`config.mk`:
```
export PLATFORM = sky130hd
export DESIGN_NAME = csw_switch_ctl
export DESIGN_NICKNAME = d
export VERILOG_FILES = /design/src/rtl/csw_pkg.sv /design/src/rtl/csw_rst_sync.sv /design/src/rtl/csw_switch_ctl.sv
export SDC_FILE = /design/constraint.sdc
export NUM_CORES = 1
export LEC_CHECK = 0
export BUFFER_PORTS_ARGS = -buffer_cell sky130_fd_sc_hd__buf_2
export CAP_MARGIN = 10
export CORE_ASPECT_RATIO = 0.5
export CORE_UTILIZATION = 40
export DETAILED_ROUTE_END_ITERATION = 7
export PLACE_DENSITY = 0.56
export REMOVE_ABC_BUFFERS = 1
export SYNTH_ARGS = -nofsm -noshare
export SYNTH_HDL_FRONTEND = slang
export SYNTH_HIERARCHICAL = 1
export SYNTH_SLANG_ARGS = --single-unit
```
`constraint.sdc`:
```
create_clock -name sys_clk -period 2.41 [get_ports sys_clk]
set_input_delay 0.482 -clock sys_clk [delete_from_list [all_inputs] [get_ports sys_clk]]
set_output_delay 0.482 -clock sys_clk [all_outputs]
set_load 0.01 [all_outputs]
```
`src/rtl/csw_pkg.sv`:
```
// Package for the channel switch target: address, widths and states.
package csw_pkg;
  localparam logic [6:0] CSW_ADDR_BASE = 7'h70;
  localparam int CSW_CH_W = 8;
  localparam int CSW_BIT_LAST = 7;
  localparam int CSW_SEL_LOW_W = 3;
  localparam logic [7:0] CSW_SEL_RST = 8'h00;
  localparam logic [3:0] CSW_BITCNT_RST = 4'h0;
  localparam logic [3:0] CSW_BITCNT_ACK = 4'h8;
  localparam logic [3:0] CSW_BITCNT_ONE = 4'h1;
  localparam logic [1:0] CSW_SYNC_RST = 2'h0;
  typedef enum logic [2:0] {
    CSW_IDLE = 3'b000,
    CSW_ADDR = 3'b001,
    CSW_AACK = 3'b010,
    CSW_WDAT = 3'b011,
    CSW_WACK = 3'b100,
    CSW_RDAT = 3'b101,
    CSW_RACK = 3'b110
  } csw_state_type;
endpackage

```
`src/rtl/csw_rst_sync.sv`:
```
// Reset combiner: asynchronous assertion, synchronous release.
`timescale 1ns/1ps
module csw_rst_sync (
  input wire logic sys_clk, // System clock.
  input wire logic rst_n, // Hardware reset input, active low.
  input wire logic por_n, // Power-on reset from core supply monitor.
  output logic rst_out_n // Combined reset for the core logic.
);
  import csw_pkg::*;
  logic any_rst_n;
  logic [1:0] sync_r;
  assign any_rst_n = rst_n & por_n;
  // Release is held until two edges after both sources go high.
  always_ff @(posedge sys_clk or negedge any_rst_n) begin
    if (!any_rst_n) begin
      sync_r <= CSW_SYNC_RST;
    end else begin
      sync_r <= {sync_r[0], 1'b1};
    end
  end
  assign rst_out_n = sync_r[1];
endmodule

```
`src/rtl/csw_switch_ctl.sv`:
```
// I2C target logic of the eight-channel bus switch.
// Contract
// - Reset input low clears selection, idles bus machine, deselects all.
// - Power-on reset holds logic until core supply passes threshold.
// - After power-on release, registers and state start at zero; the bus line history starts at one.
// - Target address with write direction is acknowledged.
// - Upper bits 7 to 3 of a written byte are disregarded.
// - Any number of data bytes is accepted in one write.
// - Only the last byte before stop becomes the selection.
// - New selection connects channels only after the stop.
// - Target address with read direction is acknowledged, then byte sent.
// - Selection byte is resent while the controller acknowledges.
// - Read value reflects channels set by last completed write.
// - Each selection bit enables one channel.
`timescale 1ns/1ps
module csw_switch_ctl
  import csw_pkg::*;
#(
  parameter int CH_W = CSW_CH_W,
  parameter bit USE_LOW_BITS = 1'b1
) (
  input wire logic sys_clk, // System clock, 100 MHz.
  input wire logic rst_n, // Hardware reset, active low.
  input wire logic por_n, // Power-on reset, low until core_supply is good.
  input wire logic [1:0] addr_pins, // Address select straps.
  input wire logic scl_in, // Bus clock level.
  input wire logic sda_in, // Bus data level.
  output logic sda_out, // Bus data drive value, always low.
  output logic sda_oe, // Bus data driven low when high.
  output logic [CH_W-1:0] chan_en // Downstream channel enables.
);
  // The byte-wide selection logic serves exactly eight channels.
  if (CH_W != CSW_CH_W) begin : g_bad_width
    $error("csw_switch_ctl: CH_W must be 8");
  end

  ////////////////////////////////////////////////////////////////////////////
  // Both reset sources meet here; the core sees one clean release.
  logic core_rst_n;
  csw_rst_sync u_rst (
    .sys_clk(sys_clk),
    .rst_n(rst_n),
    .por_n(por_n),
    .rst_out_n(core_rst_n)
  );

  ////////////////////////////////////////////////////////////////////////////
  // Bus line history; inputs are already synchronous.
  logic scl_d_r, sda_d_r;
  logic scl_rise, scl_fall, start_det, stop_det;
  always_ff @(posedge sys_clk or negedge core_rst_n) begin
    if (!core_rst_n) begin
      scl_d_r <= 1'b1;
      sda_d_r <= 1'b1;
    end else begin
      scl_d_r <= scl_in;
      sda_d_r <= sda_in;
    end
  end
  assign scl_rise = scl_in & ~scl_d_r;
  assign scl_fall = ~scl_in & scl_d_r;
  assign start_det = scl_in & scl_d_r & sda_d_r & ~sda_in;
  assign stop_det = scl_in & scl_d_r & ~sda_d_r & sda_in;

  // Written byte as held by the selection register.
  function automatic logic [7:0] sel_mask(input logic [7:0] b);
    sel_mask = USE_LOW_BITS ? {5'h00, b[CSW_SEL_LOW_W-1:0]} : b;
  endfunction

  // Address byte matches the fixed upper bits and the two strap pins.
  function automatic logic addr_hit(input logic [7:0] b, input logic [1:0] p);
    addr_hit = (b[7:1] == {CSW_ADDR_BASE[6:2], p});
  endfunction

  // Bit counter step, shared by the receive and send paths.
  function automatic logic [3:0] cnt_step(input logic [3:0] c);
    cnt_step = c + CSW_BITCNT_ONE;
  endfunction

  // A zero data bit pulls the line low; a one leaves it to the pull-up.
  function automatic logic rd_oe(input logic [7:0] b, input logic [2:0] i);
    rd_oe = ~b[CSW_BIT_LAST - i];
  endfunction

  ////////////////////////////////////////////////////////////////////////////
  // Bytes wait in the pending register until a stop commits them.
  csw_state_type state_r, state_nxt;
  logic [3:0] cnt_r, cnt_nxt;
  logic [7:0] sh_r, sh_nxt;
  logic [7:0] pend_r, pend_nxt;
  logic pend_v_r, pend_v_nxt;
  logic [7:0] sel_r, sel_nxt;
  logic rw_r, rw_nxt;
  logic oe_r, oe_nxt;

  always_comb begin
    state_nxt = state_r;
    cnt_nxt = cnt_r;
    sh_nxt = sh_r;
    pend_nxt = pend_r;
    pend_v_nxt = pend_v_r;
    sel_nxt = sel_r;
    rw_nxt = rw_r;
    oe_nxt = oe_r;
    if (stop_det) begin
      // Channels change only here, when all lines are high.
      if (pend_v_r) begin
        sel_nxt = pend_r;
      end
      pend_v_nxt = 1'b0;
      state_nxt = CSW_IDLE;
      oe_nxt = 1'b0;
    end else if (start_det) begin
      // A repeated start drops any byte not yet committed by a stop.
      pend_v_nxt = 1'b0;
      state_nxt = CSW_ADDR;
      cnt_nxt = CSW_BITCNT_RST;
      oe_nxt = 1'b0;
    end else begin
      case (state_r)
        CSW_IDLE: begin
          oe_nxt = 1'b0;
        end
        CSW_ADDR, CSW_WDAT: begin
          if (scl_rise) begin
            sh_nxt = {sh_r[6:0], sda_in};
            cnt_nxt = cnt_step(cnt_r);
          end else if (scl_fall && cnt_r == CSW_BITCNT_ACK) begin
            cnt_nxt = CSW_BITCNT_RST;
            if (state_r == CSW_ADDR) begin
              if (addr_hit(sh_r, addr_pins)) begin
                rw_nxt = sh_r[0];
                oe_nxt = 1'b1;
                state_nxt = CSW_AACK;
              end else begin
                // A foreign address leaves the line alone until a start.
                state_nxt = CSW_IDLE;
              end
            end else begin
              pend_nxt = sel_mask(sh_r);
              pend_v_nxt = 1'b1;
              oe_nxt = 1'b1;
              state_nxt = CSW_WACK;
            end
          end
        end
        CSW_AACK, CSW_WACK: begin
          // The ninth clock ends here; reads preload the register byte.
          if (scl_fall) begin
            if (rw_r) begin
              sh_nxt = sel_r;
              oe_nxt = rd_oe(sel_r, CSW_BITCNT_RST[2:0]);
              cnt_nxt = CSW_BITCNT_ONE;
              state_nxt = CSW_RDAT;
            end else begin
              oe_nxt = 1'b0;
              state_nxt = CSW_WDAT;
            end
          end
        end
        CSW_RDAT: begin
          // Each falling clock moves the next bit out, MSB first.
          if (scl_fall) begin
            if (cnt_r == CSW_BITCNT_ACK) begin
              oe_nxt = 1'b0;
              state_nxt = CSW_RACK;
            end else begin
              oe_nxt = rd_oe(sh_r, cnt_r[2:0]);
              cnt_nxt = cnt_step(cnt_r);
            end
          end
        end
        CSW_RACK: begin
          // The controller's answer is sampled on the rising clock; a
          // not-acknowledge leaves the line released and waits for the stop.
          if (scl_rise) begin
            if (sda_in) begin
              state_nxt = CSW_IDLE;
            end else begin
              state_nxt = CSW_AACK;
            end
          end
        end
        default: begin
          state_nxt = CSW_IDLE;
          oe_nxt = 1'b0;
        end
      endcase
    end
  end

  // Asynchronous clear so a stuck bus is freed with the bus clock
  // stopped; the synchroniser above keeps the release clean.
  always_ff @(posedge sys_clk or negedge core_rst_n) begin
    if (!core_rst_n) begin
      state_r <= CSW_IDLE;
      cnt_r <= CSW_BITCNT_RST;
      sh_r <= CSW_SEL_RST;
      pend_r <= CSW_SEL_RST;
      pend_v_r <= 1'b0;
      sel_r <= CSW_SEL_RST;
      rw_r <= 1'b0;
      oe_r <= 1'b0;
    end else begin
      state_r <= state_nxt;
      cnt_r <= cnt_nxt;
      sh_r <= sh_nxt;
      pend_r <= pend_nxt;
      pend_v_r <= pend_v_nxt;
      sel_r <= sel_nxt;
      rw_r <= rw_nxt;
      oe_r <= oe_nxt;
    end
  end

  ////////////////////////////////////////////////////////////////////////////
  // Open drain: the value is fixed low and only the enable moves.
  assign sda_oe = oe_r;
  assign sda_out = 1'b0;
  assign chan_en = sel_r;
endmodule

```
==> reports/qor.csv, run 1 <==
stage,metric,value,unit
global_route,largest net degree at the start of global routing,18,
timing,Setup Viol. Count Final,0,
worst_hold_path,worst min path class,in -> async,
logic_synthesis,sequential share of the synthesized area,0.398,
power_and_ir_drop,Net Sw Frac,0.268,
placement,Post-Place Setup Slack,0.321,ns
global_route,vias in the first global route,1181,
die,Die Wd,96.0,um
route,DR iter-0 viols,52,
route,post-DR wirelength/cell,15.0,um
die,die area,0.00470,mm2
timing,Period minus WS final,2.10,ns
route,post-DR vias/cell,5.33,
logic_synthesis,synthesized flop and latch total,28,
finish,multi-input combinational cell area,966,um2
finish,fillers,382,
clocking,clk slew on worst S/H paths,0.11,ns
timing,Sum Neg Setup Slack,0,ns
logic_synthesis,Synth area leaders,"dfrtp_1 (37%), nand2_1 (5.7%), mux2_2 (4.5%)",
status,outcome,"complete, no violations",
power_and_ir_drop,clock share of power,0.358,
clocking,CTS H-tree lvls,1,
critical_path,reg2reg setup slack,0.31,ns
timing,Fin Hold WS,0.0656,ns
logic_synthesis,Post-Syn Area,0.00177,mm2
power_and_ir_drop,Net Switching,0.000290,W
placement,Final GP Congestion,0.826,
logic_synthesis,ys flop type,dfrtp_1,
finish,share of layout cells above drive strength 1,0.223,
clocking,Sink Count,28,
critical_path,worst r2r src,cnt_r[0]$_DFFE_PN0P_,
clocking,Setup Buffers After CTS,0,
global_route,GR Overflow Total,0,
critical_path,CP required,2.59,ns
die,IO Pins,17,
route,vias post-DR,1316,
timing,period utilization,0.873,
clocking,TritonCTS clock tree,built,
clocking,CTS Buffer Depth,2,
timing,max frequency,0.476,GHz
logic_synthesis,ys async rst share,1.00,
route,ANT nets after route,0,
die,core area,0.00406,mm2
die,initial core utilization,0.434,
logic_synthesis,"EDFF count, synth",0,
power_and_ir_drop,worst-case vdd ir drop,0.243,mV
timing,worst-case clock skew,0.00388,ns
route,number of detailed-route iterations in the first pass,4,
placement,placed insts,243,
placement,I/O Buffers,10,
finish,Final nets,203,
finish,Finished Core Util,0.475,
timing,Slew headroom,0.581,
global_route,initial antenna violation count,0,
logic_synthesis,Yosys cell types,57,
clocking,"Hold-fix buffers, CTS",0,
critical_path,reg-to-reg endpoint,cnt_r[3]$_DFFE_PN0P_,
global_route,first-pass GRT wire length,6330,um
power_and_ir_drop,Combinational Power Share,0.133,
die,row cnt,16,
timing,Final WS setup,0.307,ns
job,maxcap violations,0,
finish,area delta synth->final,9.28,%
route,residual DRC count,0,
power_and_ir_drop,P_leak,0.891,nW
timing,RSZ-0062 raised after global routing,false,
timing,max-slew violation count,0,
critical_path,Startpoint Class,register,
route,final WL,3710,um
logic_synthesis,Mapped Cells,182,
placement,post-detail-place hpwl,2740,um
die,Die Y,49.0,um
logic_synthesis,Synth area leader,dfrtp_1,
critical_path,kind of critical path,reg -> reg,
timing,Worst Max-Slew Pin Slew,0.628,ns
logic_synthesis,Syn. warnings,6,
critical_path,CP Capture Type,register,
finish,ANT cells,0,
finish,Non-Filler Instances,247,
critical_path,path depth of the worst reg2reg path,7,
critical_path,WP data arrival,2.28,ns
logic_synthesis,Synth top area share,0.369,
clocking,clock latency on the worst-skew pair,0.28,ns
critical_path,crit-path max FO,6,
power_and_ir_drop,PwrDens,560,mW/mm2
clocking,post_cts resized,0,
global_route,All-Layer GR Usage,0.177,
clocking,TritonCTS buffer count,3,
power_and_ir_drop,Internal,0.000791,W
timing,Hold Fails Final Rpt,0,
finish,Seq. cell area,703,um2
logic_synthesis,"Avg Cell Area, Syn",9.70,um2
clocking,root buf cell,clkbuf_8,
power_and_ir_drop,sequential power share,0.509,
## power by group through the flow
stage,sequential (W),clock [W],combinational [W]
floorplan,0.000549,0,0.000104
global placement,0.000560,0,0.000142
detailed placement,0.000563,0,0.000143
CTS,0.000552,0.000396,0.000144
global route,0.000561,0.000416,0.000160
finish,0.000550,0.000387,0.000144
## worst max-delay path: stages, from the launching register on
cell and delay (ns):
dfrtp_1 0.47, inv_1 0.09, ha_1 0.21, and3b_1 0.23
and2_4 0.18, o311a_4 0.31, o21ai_4 0.20, mux2_4 0.31
## layout by cell type, fill, tap and decap left out, types with 2 or more instances in the layout
cell type,instances
o21ai_1,7
buf_4,7
mux2_4,2
o21ai_0,8
o2bb2ai_1,2
dfrtp_1,26
mux2_2,7
nand2_1,27
or3b_1,2
and3b_1,2
nor2_1,5
ha_1,2
conb_1,7
a21boi_1,2
nand3_1,4
nor2b_1,3
inv_1,4
a21oi_1,7
a31oi_1,2
nand2b_1,4
mux2i_1,5
o22ai_1,4
xor2_1,4
buf_2,10
dfstp_2,2
nor3_1,3
clkbuf_8,3
nor3b_1,2
## synth_stat cells (3+ instances only)
library cell,instances
dfrtp_1,26
o21ai_1,7
buf_2,8
nor3_1,3
nor2_1,5
nand2b_1,4
mux2i_1,5
nor2b_1,3
buf_4,6
nand3_1,4
mux2_2,7
a21oi_1,7
xor2_1,4
nand2_1,27
o22ai_1,4
o21ai_0,8
inv_1,4
## kinds of logic after synthesis
group | share of synthesized area
simple gates | 0.198
compound gates | 0.176
flops | 0.398
buf+inv | 0.0652
mux | 0.124
xor+xnor | 0.0198
fa+ha+maj | 0.0142
other cells | 0.00425
## registers in the layout, indices dropped and copies added (netlist names)
name          cells
chan_en           3
sda_d_r           1
sda_oe            1
rw_r              1
u_rst/sync_r      2
pend_v_r          1
state_r           3
pend_r            3
cnt_r             4
scl_d_r           1
sh_r              8
## through the flow
stage,total power [W],area [um2]
final,0.00108,1930
after global routing,0.00114,1930
after CTS,0.00109,1930
after floorplan,0.000652,1690
after global placement,0.000702,1860
after detailed placement,0.000706,1860
## metal layers
metal / wire length [um] / share of wire / global-route usage
met3: 205 / 0.055 / 0.0421
met2: 1540 / 0.42 / 0.260
met5: 0 / 0 / 0
met1: 1950 / 0.52 / 0.271
met4: 13 / 0.0035 / 0.0224
## layout make-up
| class | instances | share of cell area |
|---|---|---|
| multi-input cells | 139 | 0.501 |
| flip-flops and latches | 28 | 0.364 |
| repair buffers | 17 | 0.0532 |
| well taps | 54 | 0.0350 |
| clock buffers | 3 | 0.0214 |
| clock inverters | 1 | 0.0156 |
| inverters | 5 | 0.00973 |
## worst max path at each step
stage / from / end / slack [ns] / cells past startpoint
finish: cnt_r[0]$_DFFE_PN0P_ / cnt_r[3]$_DFFE_PN0P_ / 0.31 / 7
global route: cnt_r[0]$_DFFE_PN0P_ / cnt_r[3]$_DFFE_PN0P_ / 0.18 / 7
CTS: cnt_r[0]$_DFFE_PN0P_ / cnt_r[3]$_DFFE_PN0P_ / 0.30 / 7
detailed placement: cnt_r[0]$_DFFE_PN0P_ / cnt_r[3]$_DFFE_PN0P_ / 0.32 / 7
global placement: cnt_r[0]$_DFFE_PN0P_ / cnt_r[3]$_DFFE_PN0P_ / 0.37 / 7
floorplan: cnt_r[0]$_DFFE_PN0P_ / cnt_r[3]$_DFFE_PN0P_ / 0.44 / 7
No activity file was read; power rests on OpenSTA's default activity.
==> inputs of run 2 (changes only) <==
--- a/config.mk
+++ b/config.mk
@@ -5,12 +5,13 @@
 export SDC_FILE = /design/constraint.sdc
 export NUM_CORES = 1
 export LEC_CHECK = 0
+export ABC_AREA = 1
 export BUFFER_PORTS_ARGS = -buffer_cell sky130_fd_sc_hd__buf_2
 export CAP_MARGIN = 10
 export CORE_ASPECT_RATIO = 0.5
 export CORE_UTILIZATION = 40
 export DETAILED_ROUTE_END_ITERATION = 7
-export PLACE_DENSITY = 0.56
+export PLACE_DENSITY = 0.64
 export REMOVE_ABC_BUFFERS = 1
 export SYNTH_ARGS = -nofsm -noshare
 export SYNTH_HDL_FRONTEND = slang
==> reports/qor.csv, run 2 <==
stage,metric,value,unit,change
route,number of detailed-route iterations in the first pass,5,,was 4
timing,period utilization,0.808,,was 0.873
job,maxcap violations,0,,unchanged
logic_synthesis,sequential share of the synthesized area,0.366,,was 0.398
logic_synthesis,synthesized flop and latch total,28,,unchanged
logic_synthesis,Post-Syn Area,0.00192,mm2,was 0.00177 mm2
finish,area delta synth->final,7.63,%,was 9.28%
logic_synthesis,ys async rst share,1.00,,unchanged
global_route,met1 Use GR,0.245,,was 0.271
clocking,TritonCTS buffer count,3,,unchanged
global_route,initial antenna violation count,0,,unchanged
critical_path,WP data arrival,2.13,ns,was 2.28 ns
die,Die Y,51.0,um,was 49.0 um
finish,"commonest non-fill, non-tap cells in the layout","nand2_1 (88), dfrtp_1 (26), nand3_1 (25)",,"was nand2_1 (27), dfrtp_1 (26), buf_2 (10)"
logic_synthesis,"EDFF count, synth",0,,unchanged
global_route,GR Overflow Total,0,,unchanged
finish,ANT cells,0,,unchanged
logic_synthesis,Synth area leaders,"dfrtp_1 (34%), nand2_1 (17%), nand3_1 (6.5%)",,"was dfrtp_1 (37%), nand2_1 (5.7%), mux2_2 (4.5%)"
timing,Setup Viol. Count Final,0,,unchanged
finish,Final nets,283,,was 203
finish,"leading cell type in the layout, fill and taps excluded",nand2_1,,unchanged
timing,worst-case clock skew,0.00284,ns,was 0.00388 ns
die,IO Pins,17,,unchanged
finish,Finished Core Util,0.458,,was 0.475
global_route,first-pass GRT wire length,7110,um,was 6330 um
finish,Top Registers,"sh_r: 8 flops, cnt_r: 4 flops",,unchanged
global_route,met2 Usage GRT,0.294,,was 0.260
global_route,largest net degree at the start of global routing,27,,was 18
clocking,CTS H-tree lvls,1,,unchanged
finish,most flop-heavy register,sh_r,,unchanged
die,initial core utilization,0.426,,was 0.434
finish,share of layout cells above drive strength 1,0.212,,was 0.223
clocking,"Hold-fix buffers, CTS",0,,unchanged
critical_path,Startpoint Class,register,,unchanged
route,post-DR vias/cell,4.77,,was 5.33
power_and_ir_drop,worst-case vdd ir drop,0.237,mV,was 0.243 mV
clocking,clk slew on worst S/H paths,0.10,ns,was 0.11 ns
timing,max-slew violation count,0,,unchanged
finish,max reg flops,8,,unchanged
logic_synthesis,ys flop type,dfrtp_1,,unchanged
power_and_ir_drop,P_leak,1.06,nW,was 0.891 nW
clocking,TritonCTS clock tree,built,,unchanged
worst_hold_path,worst min path class,in -> async,,unchanged
logic_synthesis,most frequent cell after synthesis,nand2_1,,unchanged
timing,Sum Neg Setup Slack,0,ns,unchanged
clocking,root buf cell,clkbuf_8,,unchanged
timing,RSZ-0062 raised after global routing,false,,unchanged
clocking,CTS Buffer Depth,2,,unchanged
clocking,clock latency on the worst-skew pair,0.28,ns,about the same
global_route,vias in the first global route,1609,,was 1181
timing,Hold Fails Final Rpt,0,,unchanged
die,die area,0.00510,mm2,was 0.00470 mm2
route,final WL,4060,um,was 3710 um
placement,post-detail-place hpwl,3030,um,was 2740 um
critical_path,kind of critical path,reg -> reg,,unchanged
clocking,Setup Buffers After CTS,0,,unchanged
critical_path,crit-path max FO,8,,was 6
logic_synthesis,Yosys cell types,30,,was 57
global_route,All-Layer GR Usage,0.178,,was 0.177
logic_synthesis,Synth top area share,0.339,,was 0.369
global_route,Most Crowded Layer GR,met2,,was met1
logic_synthesis,Synth area leader,dfrtp_1,,unchanged
clocking,post_cts resized,0,,unchanged
die,row cnt,17,,was 16
clocking,Sink Count,28,,unchanged
logic_synthesis,Mapped Cells,263,,was 182
critical_path,CP Capture Type,register,,unchanged
timing,max frequency,0.513,GHz,was 0.476 GHz
placement,I/O Buffers,10,,unchanged
route,ANT nets after route,0,,unchanged
critical_path,CP required,2.59,ns,about the same
status,outcome,"complete, no violations",,unchanged
power_and_ir_drop,Total Power,0.00127,W,was 0.00108 W
power_and_ir_drop,PwrDens,615,mW/mm2,was 560 mW/mm2
logic_synthesis,Syn. warnings,6,,unchanged
route,vias post-DR,1618,,was 1316
logic_synthesis,Post-synth top cells,"nand2_1 (88), dfrtp_1 (26), nand3_1 (25)",,"was nand2_1 (27), dfrtp_1 (26), buf_2 (8), o21ai_0 (8)"
finish,post-route cell area,0.00207,mm2,was 0.00193 mm2
global_route,met3 usage,0.0356,,was 0.0421
route,DR iter-0 viols,52,,unchanged
placement,Final GP Congestion,0.915,,was 0.826
placement,Post-Place Cell Area,0.00199,mm2,was 0.00186 mm2
route,post-DR wirelength/cell,12.0,um,was 15.0 um
route,residual DRC count,0,,unchanged
logic_synthesis,"Avg Cell Area, Syn",7.30,um2,was 9.70 um2
timing,Period minus WS final,1.95,ns,was 2.10 ns
die,Die Wd,100,um,was 96.0 um
die,core area,0.00451,mm2,was 0.00406 mm2
run 2: changes by cell type after synthesis, moves of 4 or more:
cell      previous run  this run
nand2_2              0         6
inv_1                4        23
nand3_1              4        25
nor2_1               5        23
buf_2                8         1
o21ai_1              7         2
nor2_2               0         5
nand2_1             27        88
nand2b_1             4         0
mux2i_1              5         0
inv_2                1         5
o21ai_2              0        10
run 2: worst max-delay path, cell delays in order (launching register included):
cell	delay, ns
dfrtp_1	0.47
inv_1	0.20
ha_1	0.20
nand2_1	0.06
nor2_1	0.14
nand2_1	0.13
inv_1	0.10
nand3_1	0.19
mux2_2	0.35
run 2: where the power goes:
group / total (W) / leakage (nW) / switching, W / internal, W
Clock: 0.000385 / 0.0357 / 0.000162 / 0.000223
Combinational: 0.000305 / 0.645 / 0.000195 / 0.000110
Sequential: 0.000580 / 0.377 / 0.0000621 / 0.000518
Total: 0.00127 / 1.06 / 0.000419 / 0.000851
run 2: cell families (layout without fill, tap and decap cells):
kind of cell    count (synthesis)  in the layout  synth area share
simple gates                  158            158             0.387
buf+inv                        39             44             0.102
flops                          28             28             0.366
compound gates                 27             27            0.0906
mux                             4              4            0.0235
xor+xnor                        3              3            0.0137
fa+ha+maj                       2              2            0.0130
other cells                     2              7           0.00391
run 2: routing by layer:
metal	part of all wire	wire length [um]
met3	0.048	194
met5	0	0
met4	0.0047	19
met2	0.43	1750
met1	0.52	2100
run 2: through the flow:
stage	std cells	worst slack (ns)	hold slack, ns
6_report	339	0.462	0.0486
2_1_floorplan	258	0.806	0.260
5_1_grt	339	0.308	0.0730
3_3_place_gp	335	0.538	0.239
4_1_cts	339	0.466	0.0458
3_5_place_dp	335	0.523	0.252
run 2: final cells by class:
cell class                 instances  area [um2]
multi-input combinational        201        1040
timing repair buffer              11        57.6
tap                               66        82.6
inverter                          29         111
clock buffer                       3        41.3
clock inverter                     1        30.0
sequential                        28         703
fill                             461        2440
run 2: worst paths after layout:
path                       slack, ns                 startpoint                         to  depth (start not counted)
setup / recovery                0.46       cnt_r[0]$_DFFE_PN0P_      pend_r[2]$_DFFE_PN0P_                          8
hold / removal                  0.05                      por_n  u_rst/sync_r[1]$_DFF_PN0_                          3
setup reg to reg                0.46       cnt_r[0]$_DFFE_PN0P_      pend_r[2]$_DFFE_PN0P_                          8
hold reg to reg                 0.24  u_rst/sync_r[1]$_DFF_PN0_       cnt_r[0]$_DFFE_PN0P_                          1
max in group asynchronous       1.86  u_rst/sync_r[1]$_DFF_PN0_          sda_d_r$_DFF_PN1_                          1
min in group sys_clk            0.32                     scl_in          scl_d_r$_DFF_PN1_                          1
